### src/logic/rtpc_cfg.svh
`ifndef RTPC_CFG_SVH
`define RTPC_CFG_SVH

// command codes, sent msb first
`define RTPC_OP_VEIL 16'hE001
`define RTPC_OP_UNVEIL 16'hE002
`define RTPC_OP_FLAG 16'hE003

// frame lengths in bits, frame-sync excluded
`define RTPC_LEN_VEIL 48
`define RTPC_LEN_UNVEIL 80
`define RTPC_LEN_FLAG 49
`define RTPC_FIELD_W 16

// crc-16: preset, polynomial, good residue at the receiver
`define RTPC_CRC_PRESET 16'hFFFF
`define RTPC_CRC_POLY 16'h1021
`define RTPC_CRC_RESIDUE 16'h1D0F

// feature configuration word in the item-code bank
`define RTPC_CFG_WORD_ADDR 16'h0200
// positions inside the local 3-bit copy of the word
`define RTPC_POS_ITEM_HIDE 2
`define RTPC_POS_IDENT_HIDE 1
`define RTPC_POS_PSF 0
`define RTPC_CFG_RST 3'h0

// reply framing
`define RTPC_ERR_CODE 8'h0F
`define RTPC_OK_LEN 17
`define RTPC_ERR_LEN 25

// reply deadline
`define RTPC_REPLY_LIMIT_MS 20
`define RTPC_SYS_CLK_MHZ 200

`endif

### src/logic/rtpc_pkg.sv
package rtpc_pkg;

    typedef enum logic [2:0] {
        RTPC_READY,
        RTPC_ARBITRATE,
        RTPC_REPLY,
        RTPC_ACKNOWLEDGED,
        RTPC_OPEN,
        RTPC_SECURED,
        RTPC_KILLED
    } rtpc_tag_state_t;

    typedef enum logic [1:0] {
        RTPC_CMD_NONE,
        RTPC_CMD_VEIL,
        RTPC_CMD_UNVEIL,
        RTPC_CMD_FLAG
    } rtpc_cmd_t;

    typedef enum logic [2:0] {
        RTPC_ST_IDLE,
        RTPC_ST_WRITE,
        RTPC_ST_SEND,
        RTPC_ST_CRC_LOAD,
        RTPC_ST_CRC
    } rtpc_fsm_t;

endpackage

### src/logic/rtpc_cmd_handler.sv
// Notes on behaviour
// - veil frame: code E001, handle, crc
// - veil in secured sets both hide bits
// - veil ignored when access password zero
// - valid unveil clears both hide bits
// - unveil frame: code, masked password, handle, crc
// - crc covers code through handle; bad ignored
// - unveil open/secured with good password replies
// - unveil wrong password: silent, go arbitrate
// - frame-sync must precede every command
// - reply: zero bit, handle, crc-16
// - replies always carry extended pilot preamble
// - write error sends error code instead
// - flag command secured only, nonzero password
// - flag with bad crc or handle ignored
// - flag command sets or clears status flag
// - flag frame: code E003, bit, handle, crc
// - status flag enables alarm from next power-up
// - alarm answered without select or inventory
// - config word selectable, item code returned
// - config word at item-code address 200h
`timescale 1ns/100ps
`include "rtpc_cfg.svh"

module rtpc_cmd_handler
    import rtpc_pkg::*;
#(
    parameter int unsigned P_TIMEOUT_CYC = `RTPC_REPLY_LIMIT_MS * 1000 * `RTPC_SYS_CLK_MHZ
) (
    input wire logic I_SYS_CLK,
    input wire logic I_RST_N,
    input wire logic I_CLK_EN,
    input wire logic I_FRAME_SYNC,
    input wire logic I_BIT_VALID,
    input wire logic I_BIT_DATA,
    input wire logic I_FRAME_END,
    input wire rtpc_tag_state_t I_TAG_STATE,
    input wire logic [15:0] I_HANDLE,
    input wire logic [15:0] I_RN16,
    input wire logic I_RN16_FRESH,
    input wire logic [31:0] I_ACCESS_PWD,
    input wire logic I_NVM_LOAD,
    input wire logic [2:0] I_NVM_CFG,
    input wire logic I_NVM_DONE,
    input wire logic I_NVM_ERR,
    input wire logic I_TX_READY,
    output logic O_NVM_WR_REQ,
    output logic [2:0] O_NVM_WR_DATA,
    output logic O_TX_VALID,
    output logic O_TX_BIT,
    output logic O_TX_EXT_PREAMBLE,
    output logic O_TO_ARBITRATE,
    output logic O_ITEM_HIDE,
    output logic O_IDENT_HIDE,
    output logic O_PSF,
    output logic O_ALARM_EN,
    output logic [15:0] O_CFG_WORD_ADDR
);

    localparam int TW = $clog2(P_TIMEOUT_CYC + 1);
    localparam int SH_W = `RTPC_LEN_UNVEIL;
    localparam int FW = `RTPC_FIELD_W;

    if (P_TIMEOUT_CYC < 2)
    begin : g_bad_timeout
        $error("P_TIMEOUT_CYC must be at least 2");
    end

    rtpc_fsm_t fsm_reg;
    rtpc_fsm_t fsm_next;
    rtpc_cmd_t cmd_reg;
    logic in_frame_reg;
    logic [6:0] bit_cnt_reg;
    logic [SH_W-1:0] rx_sh_reg;
    logic [2:0] cfg_reg;
    logic alarm_en_reg;
    logic [2:0] wr_data_reg;
    logic to_arb_reg;
    logic [24:0] tx_sh_reg;
    logic [24:0] tx_sh_next;
    logic [4:0] tx_idx_reg;
    logic [4:0] tx_idx_next;
    logic err_reply_reg;
    logic [TW-1:0] timer_reg;
    logic [FW-1:0] rx_crc;
    logic [FW-1:0] tx_crc;

    // receive side: bits only count inside a frame opened by frame-sync
    wire rx_take = in_frame_reg && I_BIT_VALID && !I_FRAME_SYNC;
    wire cnt_full = (bit_cnt_reg == 7'h7F);
    wire frame_done = I_FRAME_END && in_frame_reg && (fsm_reg == RTPC_ST_IDLE);

    wire is_veil = (bit_cnt_reg == 7'(`RTPC_LEN_VEIL))
        && (rx_sh_reg[`RTPC_LEN_VEIL-1 -: FW] == `RTPC_OP_VEIL);
    wire is_unveil = (bit_cnt_reg == 7'(`RTPC_LEN_UNVEIL))
        && (rx_sh_reg[`RTPC_LEN_UNVEIL-1 -: FW] == `RTPC_OP_UNVEIL);
    wire is_flag = (bit_cnt_reg == 7'(`RTPC_LEN_FLAG))
        && (rx_sh_reg[`RTPC_LEN_FLAG-1 -: FW] == `RTPC_OP_FLAG);
    wire [FW-1:0] rx_handle = rx_sh_reg[2*FW-1:FW];
    wire [31:0] rx_pwd_field = rx_sh_reg[2*FW+31:2*FW];
    wire flag_payload = rx_sh_reg[2*FW];
    wire crc_ok = (rx_crc == `RTPC_CRC_RESIDUE);

    wire good = frame_done && crc_ok && (is_veil || is_unveil || is_flag);
    wire st_arbish = (I_TAG_STATE == RTPC_ARBITRATE) || (I_TAG_STATE == RTPC_REPLY)
        || (I_TAG_STATE == RTPC_ACKNOWLEDGED);
    wire st_open = (I_TAG_STATE == RTPC_OPEN);
    wire st_sec = (I_TAG_STATE == RTPC_SECURED);
    wire handle_ok = (rx_handle == I_HANDLE);
    wire pwd_nz = (I_ACCESS_PWD != 32'h0000_0000);
    // a stale rn16 can never unmask the password
    wire pwd_ok = I_RN16_FRESH
        && ((rx_pwd_field ^ {I_RN16, I_RN16}) == I_ACCESS_PWD);

    wire do_veil = good && is_veil && st_sec && handle_ok && pwd_nz;
    wire do_unveil = good && is_unveil && (st_open || st_sec) && handle_ok && pwd_ok;
    wire bad_pwd = good && is_unveil && (st_open || st_sec) && handle_ok && !pwd_ok;
    wire do_flag = good && is_flag && st_sec && handle_ok && pwd_nz;
    wire go_arb = (good && st_arbish) || bad_pwd;
    wire start_write = do_veil || do_unveil || do_flag;

    wire [2:0] veil_data = {1'b1, 1'b1, cfg_reg[`RTPC_POS_PSF]};
    wire [2:0] unveil_data = {1'b0, 1'b0, cfg_reg[`RTPC_POS_PSF]};
    wire [2:0] flag_data = {cfg_reg[`RTPC_POS_ITEM_HIDE], cfg_reg[`RTPC_POS_IDENT_HIDE],
        flag_payload};
    wire [2:0] wr_data_sel = do_veil ? veil_data : (do_unveil ? unveil_data : flag_data);
    wire rtpc_cmd_t cmd_sel = do_veil ? RTPC_CMD_VEIL
        : (do_unveil ? RTPC_CMD_UNVEIL : RTPC_CMD_FLAG);

    wire tx_take = O_TX_VALID && I_TX_READY;
    wire [4:0] tx_last = err_reply_reg ? 5'(`RTPC_ERR_LEN - 1) : 5'(`RTPC_OK_LEN - 1);
    wire timed_out = (timer_reg == TW'(P_TIMEOUT_CYC - 1));
    wire write_ok = (fsm_reg == RTPC_ST_WRITE) && I_NVM_DONE && !I_NVM_ERR;

    // payload msb first, then the complemented crc
    wire [24:0] ok_frame = {1'b0, I_HANDLE, 8'h00};
    wire [24:0] err_frame = {1'b1, `RTPC_ERR_CODE, I_HANDLE};

    rtpc_crc16 #(
        .P_WIDTH(FW)
    ) u_rx_crc (
        .i_clk(I_SYS_CLK),
        .i_rst_n(I_RST_N),
        .i_clk_en(I_CLK_EN),
        .i_clear(I_FRAME_SYNC),
        .i_shift(rx_take),
        .i_bit(I_BIT_DATA),
        .o_crc(rx_crc)
    );

    rtpc_crc16 #(
        .P_WIDTH(FW)
    ) u_tx_crc (
        .i_clk(I_SYS_CLK),
        .i_rst_n(I_RST_N),
        .i_clk_en(I_CLK_EN),
        .i_clear(fsm_reg == RTPC_ST_WRITE),
        .i_shift(tx_take && (fsm_reg == RTPC_ST_SEND)),
        .i_bit(tx_sh_reg[24]),
        .o_crc(tx_crc)
    );

    always_comb
    begin
        fsm_next = fsm_reg;
        tx_sh_next = tx_sh_reg;
        tx_idx_next = tx_idx_reg;
        case (fsm_reg)
            RTPC_ST_IDLE:
                if (start_write)
                    fsm_next = RTPC_ST_WRITE;
            RTPC_ST_WRITE:
                if (I_NVM_DONE)
                begin
                    fsm_next = RTPC_ST_SEND;
                    tx_sh_next = I_NVM_ERR ? err_frame : ok_frame;
                    tx_idx_next = 5'h00;
                end
                else if (timed_out)
                    fsm_next = RTPC_ST_IDLE;
            RTPC_ST_SEND:
                if (tx_take)
                begin
                    tx_sh_next = {tx_sh_reg[23:0], 1'b0};
                    tx_idx_next = tx_idx_reg + 5'h01;
                    if (tx_idx_reg == tx_last)
                        fsm_next = RTPC_ST_CRC_LOAD;
                end
            RTPC_ST_CRC_LOAD:
            begin
                tx_sh_next = {~tx_crc, 9'h000};
                tx_idx_next = 5'h00;
                fsm_next = RTPC_ST_CRC;
            end
            RTPC_ST_CRC:
                if (tx_take)
                begin
                    tx_sh_next = {tx_sh_reg[23:0], 1'b0};
                    tx_idx_next = tx_idx_reg + 5'h01;
                    if (tx_idx_reg == 5'(FW - 1))
                        fsm_next = RTPC_ST_IDLE;
                end
            default:
                fsm_next = RTPC_ST_IDLE;
        endcase
    end

    always_ff @(posedge I_SYS_CLK or negedge I_RST_N)
    begin
        if (!I_RST_N)
        begin
            in_frame_reg <= 1'b0;
            bit_cnt_reg <= 7'h00;
            rx_sh_reg <= '0;
        end
        else if (I_CLK_EN)
        begin
            if (I_FRAME_SYNC)
            begin
                in_frame_reg <= 1'b1;
                bit_cnt_reg <= 7'h00;
            end
            else if (I_FRAME_END)
                in_frame_reg <= 1'b0;
            if (rx_take)
            begin
                rx_sh_reg <= {rx_sh_reg[SH_W-2:0], I_BIT_DATA};
                // saturate so an overlong frame never aliases a valid length
                if (!cnt_full)
                    bit_cnt_reg <= bit_cnt_reg + 7'h01;
            end
        end
    end

    always_ff @(posedge I_SYS_CLK or negedge I_RST_N)
    begin
        if (!I_RST_N)
        begin
            fsm_reg <= RTPC_ST_IDLE;
            tx_sh_reg <= '0;
            tx_idx_reg <= 5'h00;
        end
        else if (I_CLK_EN)
        begin
            fsm_reg <= fsm_next;
            tx_sh_reg <= tx_sh_next;
            tx_idx_reg <= tx_idx_next;
        end
    end

    always_ff @(posedge I_SYS_CLK or negedge I_RST_N)
    begin
        if (!I_RST_N)
        begin
            cmd_reg <= RTPC_CMD_NONE;
            wr_data_reg <= `RTPC_CFG_RST;
            err_reply_reg <= 1'b0;
            to_arb_reg <= 1'b0;
            timer_reg <= '0;
        end
        else if (I_CLK_EN)
        begin
            to_arb_reg <= go_arb;
            if (start_write)
            begin
                cmd_reg <= cmd_sel;
                wr_data_reg <= wr_data_sel;
                timer_reg <= '0;
            end
            else if (fsm_reg == RTPC_ST_WRITE)
                timer_reg <= timer_reg + TW'(1);
            if ((fsm_reg == RTPC_ST_WRITE) && I_NVM_DONE)
                err_reply_reg <= I_NVM_ERR;
        end
    end

    // config copy: taken from memory at power-up, updated only after the write lands
    always_ff @(posedge I_SYS_CLK or negedge I_RST_N)
    begin
        if (!I_RST_N)
        begin
            cfg_reg <= `RTPC_CFG_RST;
            alarm_en_reg <= 1'b0;
        end
        else if (I_CLK_EN)
        begin
            if (I_NVM_LOAD)
            begin
                cfg_reg <= I_NVM_CFG;
                // alarm follows the flag only as of the next power-up
                alarm_en_reg <= I_NVM_CFG[`RTPC_POS_PSF];
            end
            else if (write_ok)
                cfg_reg <= wr_data_reg;
        end
    end

    assign O_NVM_WR_REQ = (fsm_reg == RTPC_ST_WRITE);
    assign O_NVM_WR_DATA = wr_data_reg;
    assign O_TX_VALID = (fsm_reg == RTPC_ST_SEND) || (fsm_reg == RTPC_ST_CRC);
    assign O_TX_BIT = tx_sh_reg[24];
    assign O_TX_EXT_PREAMBLE = O_TX_VALID;
    assign O_TO_ARBITRATE = to_arb_reg;
    assign O_ITEM_HIDE = cfg_reg[`RTPC_POS_ITEM_HIDE];
    assign O_IDENT_HIDE = cfg_reg[`RTPC_POS_IDENT_HIDE];
    assign O_PSF = cfg_reg[`RTPC_POS_PSF];
    assign O_ALARM_EN = alarm_en_reg;
    // word address for select matching by the inventory layer
    assign O_CFG_WORD_ADDR = `RTPC_CFG_WORD_ADDR;

    // helper: bits handed out in the current reply
    logic [5:0] sent_cnt_reg;
    always_ff @(posedge I_SYS_CLK or negedge I_RST_N)
    begin
        if (!I_RST_N)
            sent_cnt_reg <= 6'h00;
        else if (I_CLK_EN)
        begin
            if (fsm_reg == RTPC_ST_WRITE)
                sent_cnt_reg <= 6'h00;
            else if (tx_take)
                sent_cnt_reg <= sent_cnt_reg + 6'h01;
        end
    end
endmodule

### src/logic/rtpc_crc16.sv
`timescale 1ns/100ps
`include "rtpc_cfg.svh"

module rtpc_crc16 #(
    parameter int P_WIDTH = 16
) (
    input wire logic i_clk,
    input wire logic i_rst_n,
    input wire logic i_clk_en,
    input wire logic i_clear,
    input wire logic i_shift,
    input wire logic i_bit,
    output logic [P_WIDTH-1:0] o_crc
);

    if (P_WIDTH != 16)
    begin : g_bad_width
        $error("rtpc_crc16 serves only a 16-bit crc");
    end

    logic [P_WIDTH-1:0] crc_reg;
    logic [P_WIDTH-1:0] crc_next;
    wire feedback = i_bit ^ crc_reg[P_WIDTH-1];

    assign crc_next = {crc_reg[P_WIDTH-2:0], 1'b0} ^ (feedback ? `RTPC_CRC_POLY : 16'h0000);
    assign o_crc = crc_reg;

    always_ff @(posedge i_clk or negedge i_rst_n)
    begin
        if (!i_rst_n)
            crc_reg <= `RTPC_CRC_PRESET;
        else if (i_clk_en)
        begin
            if (i_clear)
                crc_reg <= `RTPC_CRC_PRESET;
            else if (i_shift)
                crc_reg <= crc_next;
        end
    end

endmodule

### config.mk
export PLATFORM = sky130hd
export DESIGN_NAME = rtpc_cmd_handler
export DESIGN_NICKNAME = d
export VERILOG_FILES = /design/src/logic/rtpc_pkg.sv /design/src/logic/rtpc_cmd_handler.sv /design/src/logic/rtpc_crc16.sv
export VERILOG_INCLUDE_DIRS = /design/src /design/src/logic
export SDC_FILE = /design/constraint.sdc
export NUM_CORES = 1
export LEC_CHECK = 0
export BUFFER_PORTS_ARGS = -buffer_cell sky130_fd_sc_hd__buf_2
export CAP_MARGIN = 5
export CELL_PAD_IN_SITES_DETAIL_PLACEMENT = 2
export CELL_PAD_IN_SITES_GLOBAL_PLACEMENT = 2
export CORE_MARGIN = 1.5
export CORE_UTILIZATION = 31
export CTS_CLUSTER_DIAMETER = 30
export DETAILED_ROUTE_END_ITERATION = 8
export GPL_TIMING_DRIVEN = 0
export MAX_ROUTING_LAYER = met4
export PLACE_DENSITY = 0.62
export SYNTH_ARGS = -nofsm -noshare
export SYNTH_HDL_FRONTEND = slang
export SYNTH_SLANG_ARGS = --single-unit
export TNS_END_PERCENT = 100
### constraint.sdc
create_clock -name I_SYS_CLK -period 3 [get_ports I_SYS_CLK]
set_clock_uncertainty 0.2 [all_clocks]
set_input_delay 0.75 -clock I_SYS_CLK [delete_from_list [all_inputs] [get_ports I_SYS_CLK]]
set_output_delay 0.75 -clock I_SYS_CLK [all_outputs]
set_load 0.1 [all_outputs]
# ---- Yosys cells after proc, flatten, opt, wreduce, memory -nomap -nowiden
# Index checks and enable logic that the tools add are counted.
dict set report totals {
  inputBits 82
  elab_cells 146
  reg_bits 184
}
dict set report op_classes {
  bitwise 6
  muxes 33
  n_reduce_logical 60
  n_eq_ne 30
  addsub 3
}
# cell n
set op_table {}
lappend op_table {{25-bit two-way mux} 3}
lappend op_table {{25-bit one-hot mux with 3 select lines} 1}
lappend op_table {{16-bit two-way mux} 4}
lappend op_table {{16-bit == test (second input constant)} 3}
lappend op_table {{22-bit two-way mux} 2}
lappend op_table {{3-bit two-way mux} 11}
lappend op_table {{32-bit == test} 1}
lappend op_table {{32-bit nonzero test} 1}
lappend op_table {{16-bit bitwise XOR} 2}
lappend op_table {{32-bit bitwise XOR} 1}
lappend op_table {{1-bit logical AND} 28}
lappend op_table {{13-bit two-way mux} 2}
lappend op_table {{22-bit by 1-bit adder with 22-bit output (second input constant)} 1}
lappend op_table {{22-bit == test (second input constant)} 1}
lappend op_table {{7-bit two-way mux} 3}
lappend op_table {{2-bit AND reduction} 9}
lappend op_table {{16-bit by 13-bit == test with 1-bit output (second input constant)} 1}
lappend op_table {{16-bit == test} 1}
lappend op_table {{16-bit inverter} 1}
lappend op_table {{3-bit one-hot mux with 5 select lines} 1}
lappend op_table {{5-bit one-hot mux with 3 select lines} 1}
lappend op_table {{7-bit by 6-bit == test with 1-bit output (second input constant)} 2}
lappend op_table {{7-bit == test (second input constant)} 2}
lappend op_table {{3-bit by 2-bit == test with 1-bit output (second input constant)} 4}
lappend op_table {{other kinds (21)} 46}

# ---- Longest topological paths before layout
dict set report depth {
  word_depth 13
  mapped_depth 9
}

# ---- By module
# From an unflattened synthesis, not the netlist that was laid out.
dict set report unflattened {
  hier_cells 872
  hier_area_um2 9644.2
}
# module instances area_each_um2 cells_per_inst seq_area_each_um2
set by_module_without_submodules {}
lappend by_module_without_submodules {rtpc_cmd_handler 1 8245.4 734 3803.6}
lappend by_module_without_submodules {rtpc_crc16 2 699.4 69 420.4}

# ---- Worst setup path after synthesis
# No wires, ideal clock.
dict set report synth_timing {
  path_type {reg-to-reg}
  startpoint {register fsm_reg[0]}
  endpoint {register timer_reg[6]}
  path_stages_with_launch 8
  synth_period_minus_slack_ps 4161
  t_arrival_ps 3842
  required_ps 2682
  path_slack_ps -1161
  n_path_buf 1
  path_cell_list {dfrtp_1 -> buf_2 -> nor3b_1 -> and2_1 -> nand2_1 -> or3_1 -> xor2_1 -> nor2_1}
}
dict set report synth_via {
  elab_cells_between_ends 22
  cone_classes {1 x eq/ne; 1 x mux; 20 x reduce/logical}
}
# item line
set synth_rtl {}
lappend synth_rtl {{from (decl)} rtpc_cmd_handler.sv:69} ;# rtpc_fsm_t fsm_reg;
lappend synth_rtl {{from (signal assigned)} rtpc_cmd_handler.sv:245} ;# fsm_reg <= fsm_next;
lappend synth_rtl {{3-bit by 1-bit == test with 1-bit output} n/a}
lappend synth_rtl {{net O_NVM_WR_REQ} rtpc_cmd_handler.sv:47} ;# output logic O_NVM_WR_REQ,
lappend synth_rtl {{2-bit nonzero test (no source line)} n/a}
lappend synth_rtl {{2-bit AND reduction (no source line)} n/a}
lappend synth_rtl {{to (signal assigned)} rtpc_cmd_handler.sv:271} ;# timer_reg <= timer_reg + TW'(1);
lappend synth_rtl {{to (decl)} rtpc_cmd_handler.sv:84} ;# logic [TW-1:0] timer_reg;
# The timed path passes the listed nets, and every way through them passes these cells.
# A chain may end at the register's enable or synchronous reset.

# ---- Worst setup path in the final report
dict set report layout_timing {
  startpoint {register fsm_reg[0]}
  endpoint {output O_NVM_WR_REQ}
}
dict set report layout_via {
  elab_chain_len 1
}
# item line
set layout_lines {}
lappend layout_lines {{3-bit by 1-bit == test with 1-bit output} rtpc_cmd_handler.sv:298} ;# assign O_NVM_WR_REQ = (fsm_reg == RTPC_ST_WRITE);
lappend layout_lines {{to (decl)} rtpc_cmd_handler.sv:47}
# Every way passes these cells.

==> flow_summary.ini <==
[setup_path]
crit_type = flip-flop to output port
crit_slowest_cell = buf_2
critPathLaunchType = flip-flop
crit_fanout = 10
end_kind = output port
critPathRequiredTime_ns = 2.05
max_stage_delay_ns = 0.51
worstPathArrival_ns = 1.89
crit_top_cell = buf_2
crit_chain = buf_2 -> nor3b_2 -> buf_2

[finish]
largest_reg_flops = 80
area_growth_pct = 18.2
layout-drive-gt1-share_pct = 28.8
final_nets = 1045
finalInstanceArea_um2 = 11200
finish.utilization_pct = 37.5

[global_route]
overflow = 0
grt_max_degree = 99
grt_use_total_pct = 18.3
antenna_found_initial = 1
grt_pass1_vias = 7495
grt_pass1_wl_um = 42600

[logic_synthesis]
syn-cell-area_um2 = 9440
ys.flop_type = dfrtp_1
ys_ff_latch = 184
synth_warnings = 0
synth_edf_count = 0
syn_area_per_cell_um2 = 11.4
async_flop_share_pct = 100
ys_types = 60
synthCells = 829
synth_seq_area_share_pct = 49.2

[timing]
setup_violations = 0
hold_slack_ns = 0.0937
rsz0062_at_grt = false
fin_tns_setup_ns = 0
fin_ws_ns = 0.157
hold_viol_final = 0
relSlewSlack_pct = 50.6
period_share_pct = 94.8
period_minus_slack_ns = 2.84
max_freq_ghz = 0.352
tightest_slew_ns = 0.741
slew_violations = 0

[placed_design]
dpl-instance-area_um2 = 10500
place_congestion = 0.789
place.port_buffers = 92
pre_cts_ws_ns = -0.267
place_hpwl_um = 19900

[die]
num_rows = 63
start_util_pct = 31.7
die-width_um = 178
core_area_um2 = 29800
die_h_um = 178
die_area_um2 = 31500
io_pins = 110

[clocking]
cts-root-buf = clkbuf_16
cts.sinks = 184
cts_buffers = 17
cts_tree = built
worstSkewPairLatency_ns = 0.44
htreeDepth = 4
clk_pin_slew_worst_paths_ns = 0.08
cts_hold_buf = 0
cts_max_path_buffers = 2

[job]
maxCapViolCount = 0

[routing]
dr_total_vias = 6847
wl_met3_um = 606
drtPass1Iterations = 4
drt-met1-wl_um = 12900
wl_met2_um = 12800
ant_nets = 0
drt_drc_violations_left = 0
drt-total-wl_um = 26700
wl_per_cell_um = 19.6
highest_layer = met4
drtIter0Drc = 298
vias_per_cell = 5.03

[power]
leakagePower_nw = 5.23
p_per_area_nw_per_um2 = 555
irDropWorstVdd_mv = 0.355

[worst_hold_path]
hold_class = input port to asynchronous set/reset pin

[status]
status = completed
synthesized netlist by cell type, types with 3 or more instances:
cell type / instances / area, um^2
nor2b_1: 3 / 18.8
or2_2: 3 / 18.8
nand3_1: 32 / 160
ha_1: 7 / 87.6
a211oi_1: 5 / 37.5
inv_1: 10 / 37.5
nor4b_1: 9 / 78.8
buf_2: 4 / 20.0
o22a_1: 21 / 184
xor2_1: 28 / 245
mux2i_1: 4 / 40.0
a21oi_1: 27 / 135
nor3b_1: 3 / 22.5
a22oi_1: 7 / 52.6
xnor2_1: 32 / 280
nand2_1: 72 / 270
a221oi_1: 11 / 96.3
nor2_1: 73 / 274
nand3b_1: 3 / 22.5
o21ai_0: 27 / 135
and2_1: 5 / 31.3
dfstp_2: 32 / 841
nand4_1: 32 / 200
buf_4: 17 / 128
nor4_1: 16 / 100
dfrtp_1: 152 / 3800
or3_1: 3 / 18.8
clkbuf_1: 26 / 97.6
xnor3_1: 28 / 631
a31oi_1: 7 / 43.8
mux2_2: 82 / 923
nor3_1: 3 / 15.0
and3_1: 8 / 50.1
cells by family (layout without fill, tap and decap cells):
kind of cell / Yosys count / in the layout / synth area share [%]
adders and majority gates: 7 / 7 / 0.927
xor gates and xnor gates: 88 / 88 / 12.2
DFF: 184 / 184 / 49.2
and+or+nand+nor: 280 / 280 / 15.3
muxes: 86 / 86 / 10.2
buffers and inverters: 61 / 187 / 3.31
AOI/OAI and AO/OA: 121 / 121 / 8.74
other: 2 / 17 / 0.0795
power by group:
part | switching, mW | internal (mW)
Clock | 1.14 | 1.28
Combinational | 0.603 | 0.364
Sequential | 0.128 | 2.68
Total | 1.87 | 4.32
critical path, delay by kind of cell, from the launching register on:
kind / cells / cell delay [ns]
flops: 1 / 0.32
simple gates: 1 / 0.40
buf+inv: 2 / 0.74
final timing paths:
kind,depth (start not counted),from,to,slack [ns]
worst max-delay path,3,fsm_reg[0]$_DFFE_PN0P_,O_NVM_WR_REQ,0.16
worst min-delay path,1,I_RST_N,rx_sh_reg[54]$_DFFE_PN0P_,0.09
worst max register to register,7,fsm_reg[1]$_DFFE_PN0P_,timer_reg[19]$_DFFE_PN0P_,0.26
worst min register to register,2,u_rx_crc.o_crc[0]$_DFFE_PN1P_,u_rx_crc.o_crc[1]$_DFFE_PN1P_,0.30
max in group asynchronous,2,I_RST_N,u_rx_crc.o_crc[6]$_DFFE_PN1P_,1.51
min in group I_SYS_CLK,2,u_rx_crc.o_crc[0]$_DFFE_PN1P_,u_rx_crc.o_crc[1]$_DFFE_PN1P_,0.30
area by class of cell:
cell class                      count  area, um^2
Clock inverter                     15         204
Timing Repair Buffer               94         514
Clock buffer                       17         425
Inverter                           10        37.5
Tap cell                          390         488
Fill cell                        3158       18600
Multi-Input combinational cell    598        4550
Antenna cell                        1        2.50
Sequential cell                   184        4650
Buffer                             51         294
what timing repair did:
| action | 4_1_cts | 5_1_grt |
|---|---|---|
| pin swaps | 0 | 1 |
| resized for setup | 7 | 7 |
| setup buffers | 0 | 1 |
| endpoints found under the setup margin | 2 | 25 |
cells in the final DEF (no fill, tap or decap), drive strengths merged, types with 4 or more instances in the layout:
| cell type | synthesis | routed |
|---|---|---|
| dfstp | 32 | 32 |
| o21ai | 27 | 27 |
| nand2 | 72 | 72 |
| nor4b | 9 | 9 |
| nand3 | 32 | 32 |
| buf | 25 | 120 |
| o22a | 21 | 21 |
| nor4 | 18 | 18 |
| xnor2 | 32 | 32 |
| a22oi | 7 | 7 |
| a31oi | 7 | 7 |
| inv | 10 | 17 |
| a211oi | 5 | 5 |
| conb | 2 | 16 |
| a221oi | 11 | 11 |
| ha | 7 | 7 |
| mux2 | 82 | 82 |
| xnor3 | 28 | 28 |
| or2 | 4 | 4 |
| and3 | 8 | 8 |
| clkinv | 0 | 6 |
| and2 | 5 | 5 |
| xor2 | 28 | 28 |
| nor2 | 73 | 73 |
| dfrtp | 152 | 152 |
| mux2i | 4 | 4 |
| clkbuf | 26 | 42 |
| nand4 | 32 | 32 |
| a21oi | 28 | 28 |
routing by layer:
| layer | vias up | GRT usage [%] |
|---|---|---|
| met5 | - | - |
| met4 | 0 | 4.83 |
| met3 | 16 | 2.96 |
| met2 | 83 | 29.2 |
| met1 | 3531 | 24.2 |
| li1 | 3217 | - |
per-stage QoR:
step | cells | total power [mW]
global route | 1360 | 6.47
detailed placement | 1326 | 3.81
CTS | 1358 | 6.29
floorplan | 843 | 3.48
global placement | 1325 | 3.79
finish | 1360 | 6.19
No activity file was read; power rests on OpenSTA's default activity.
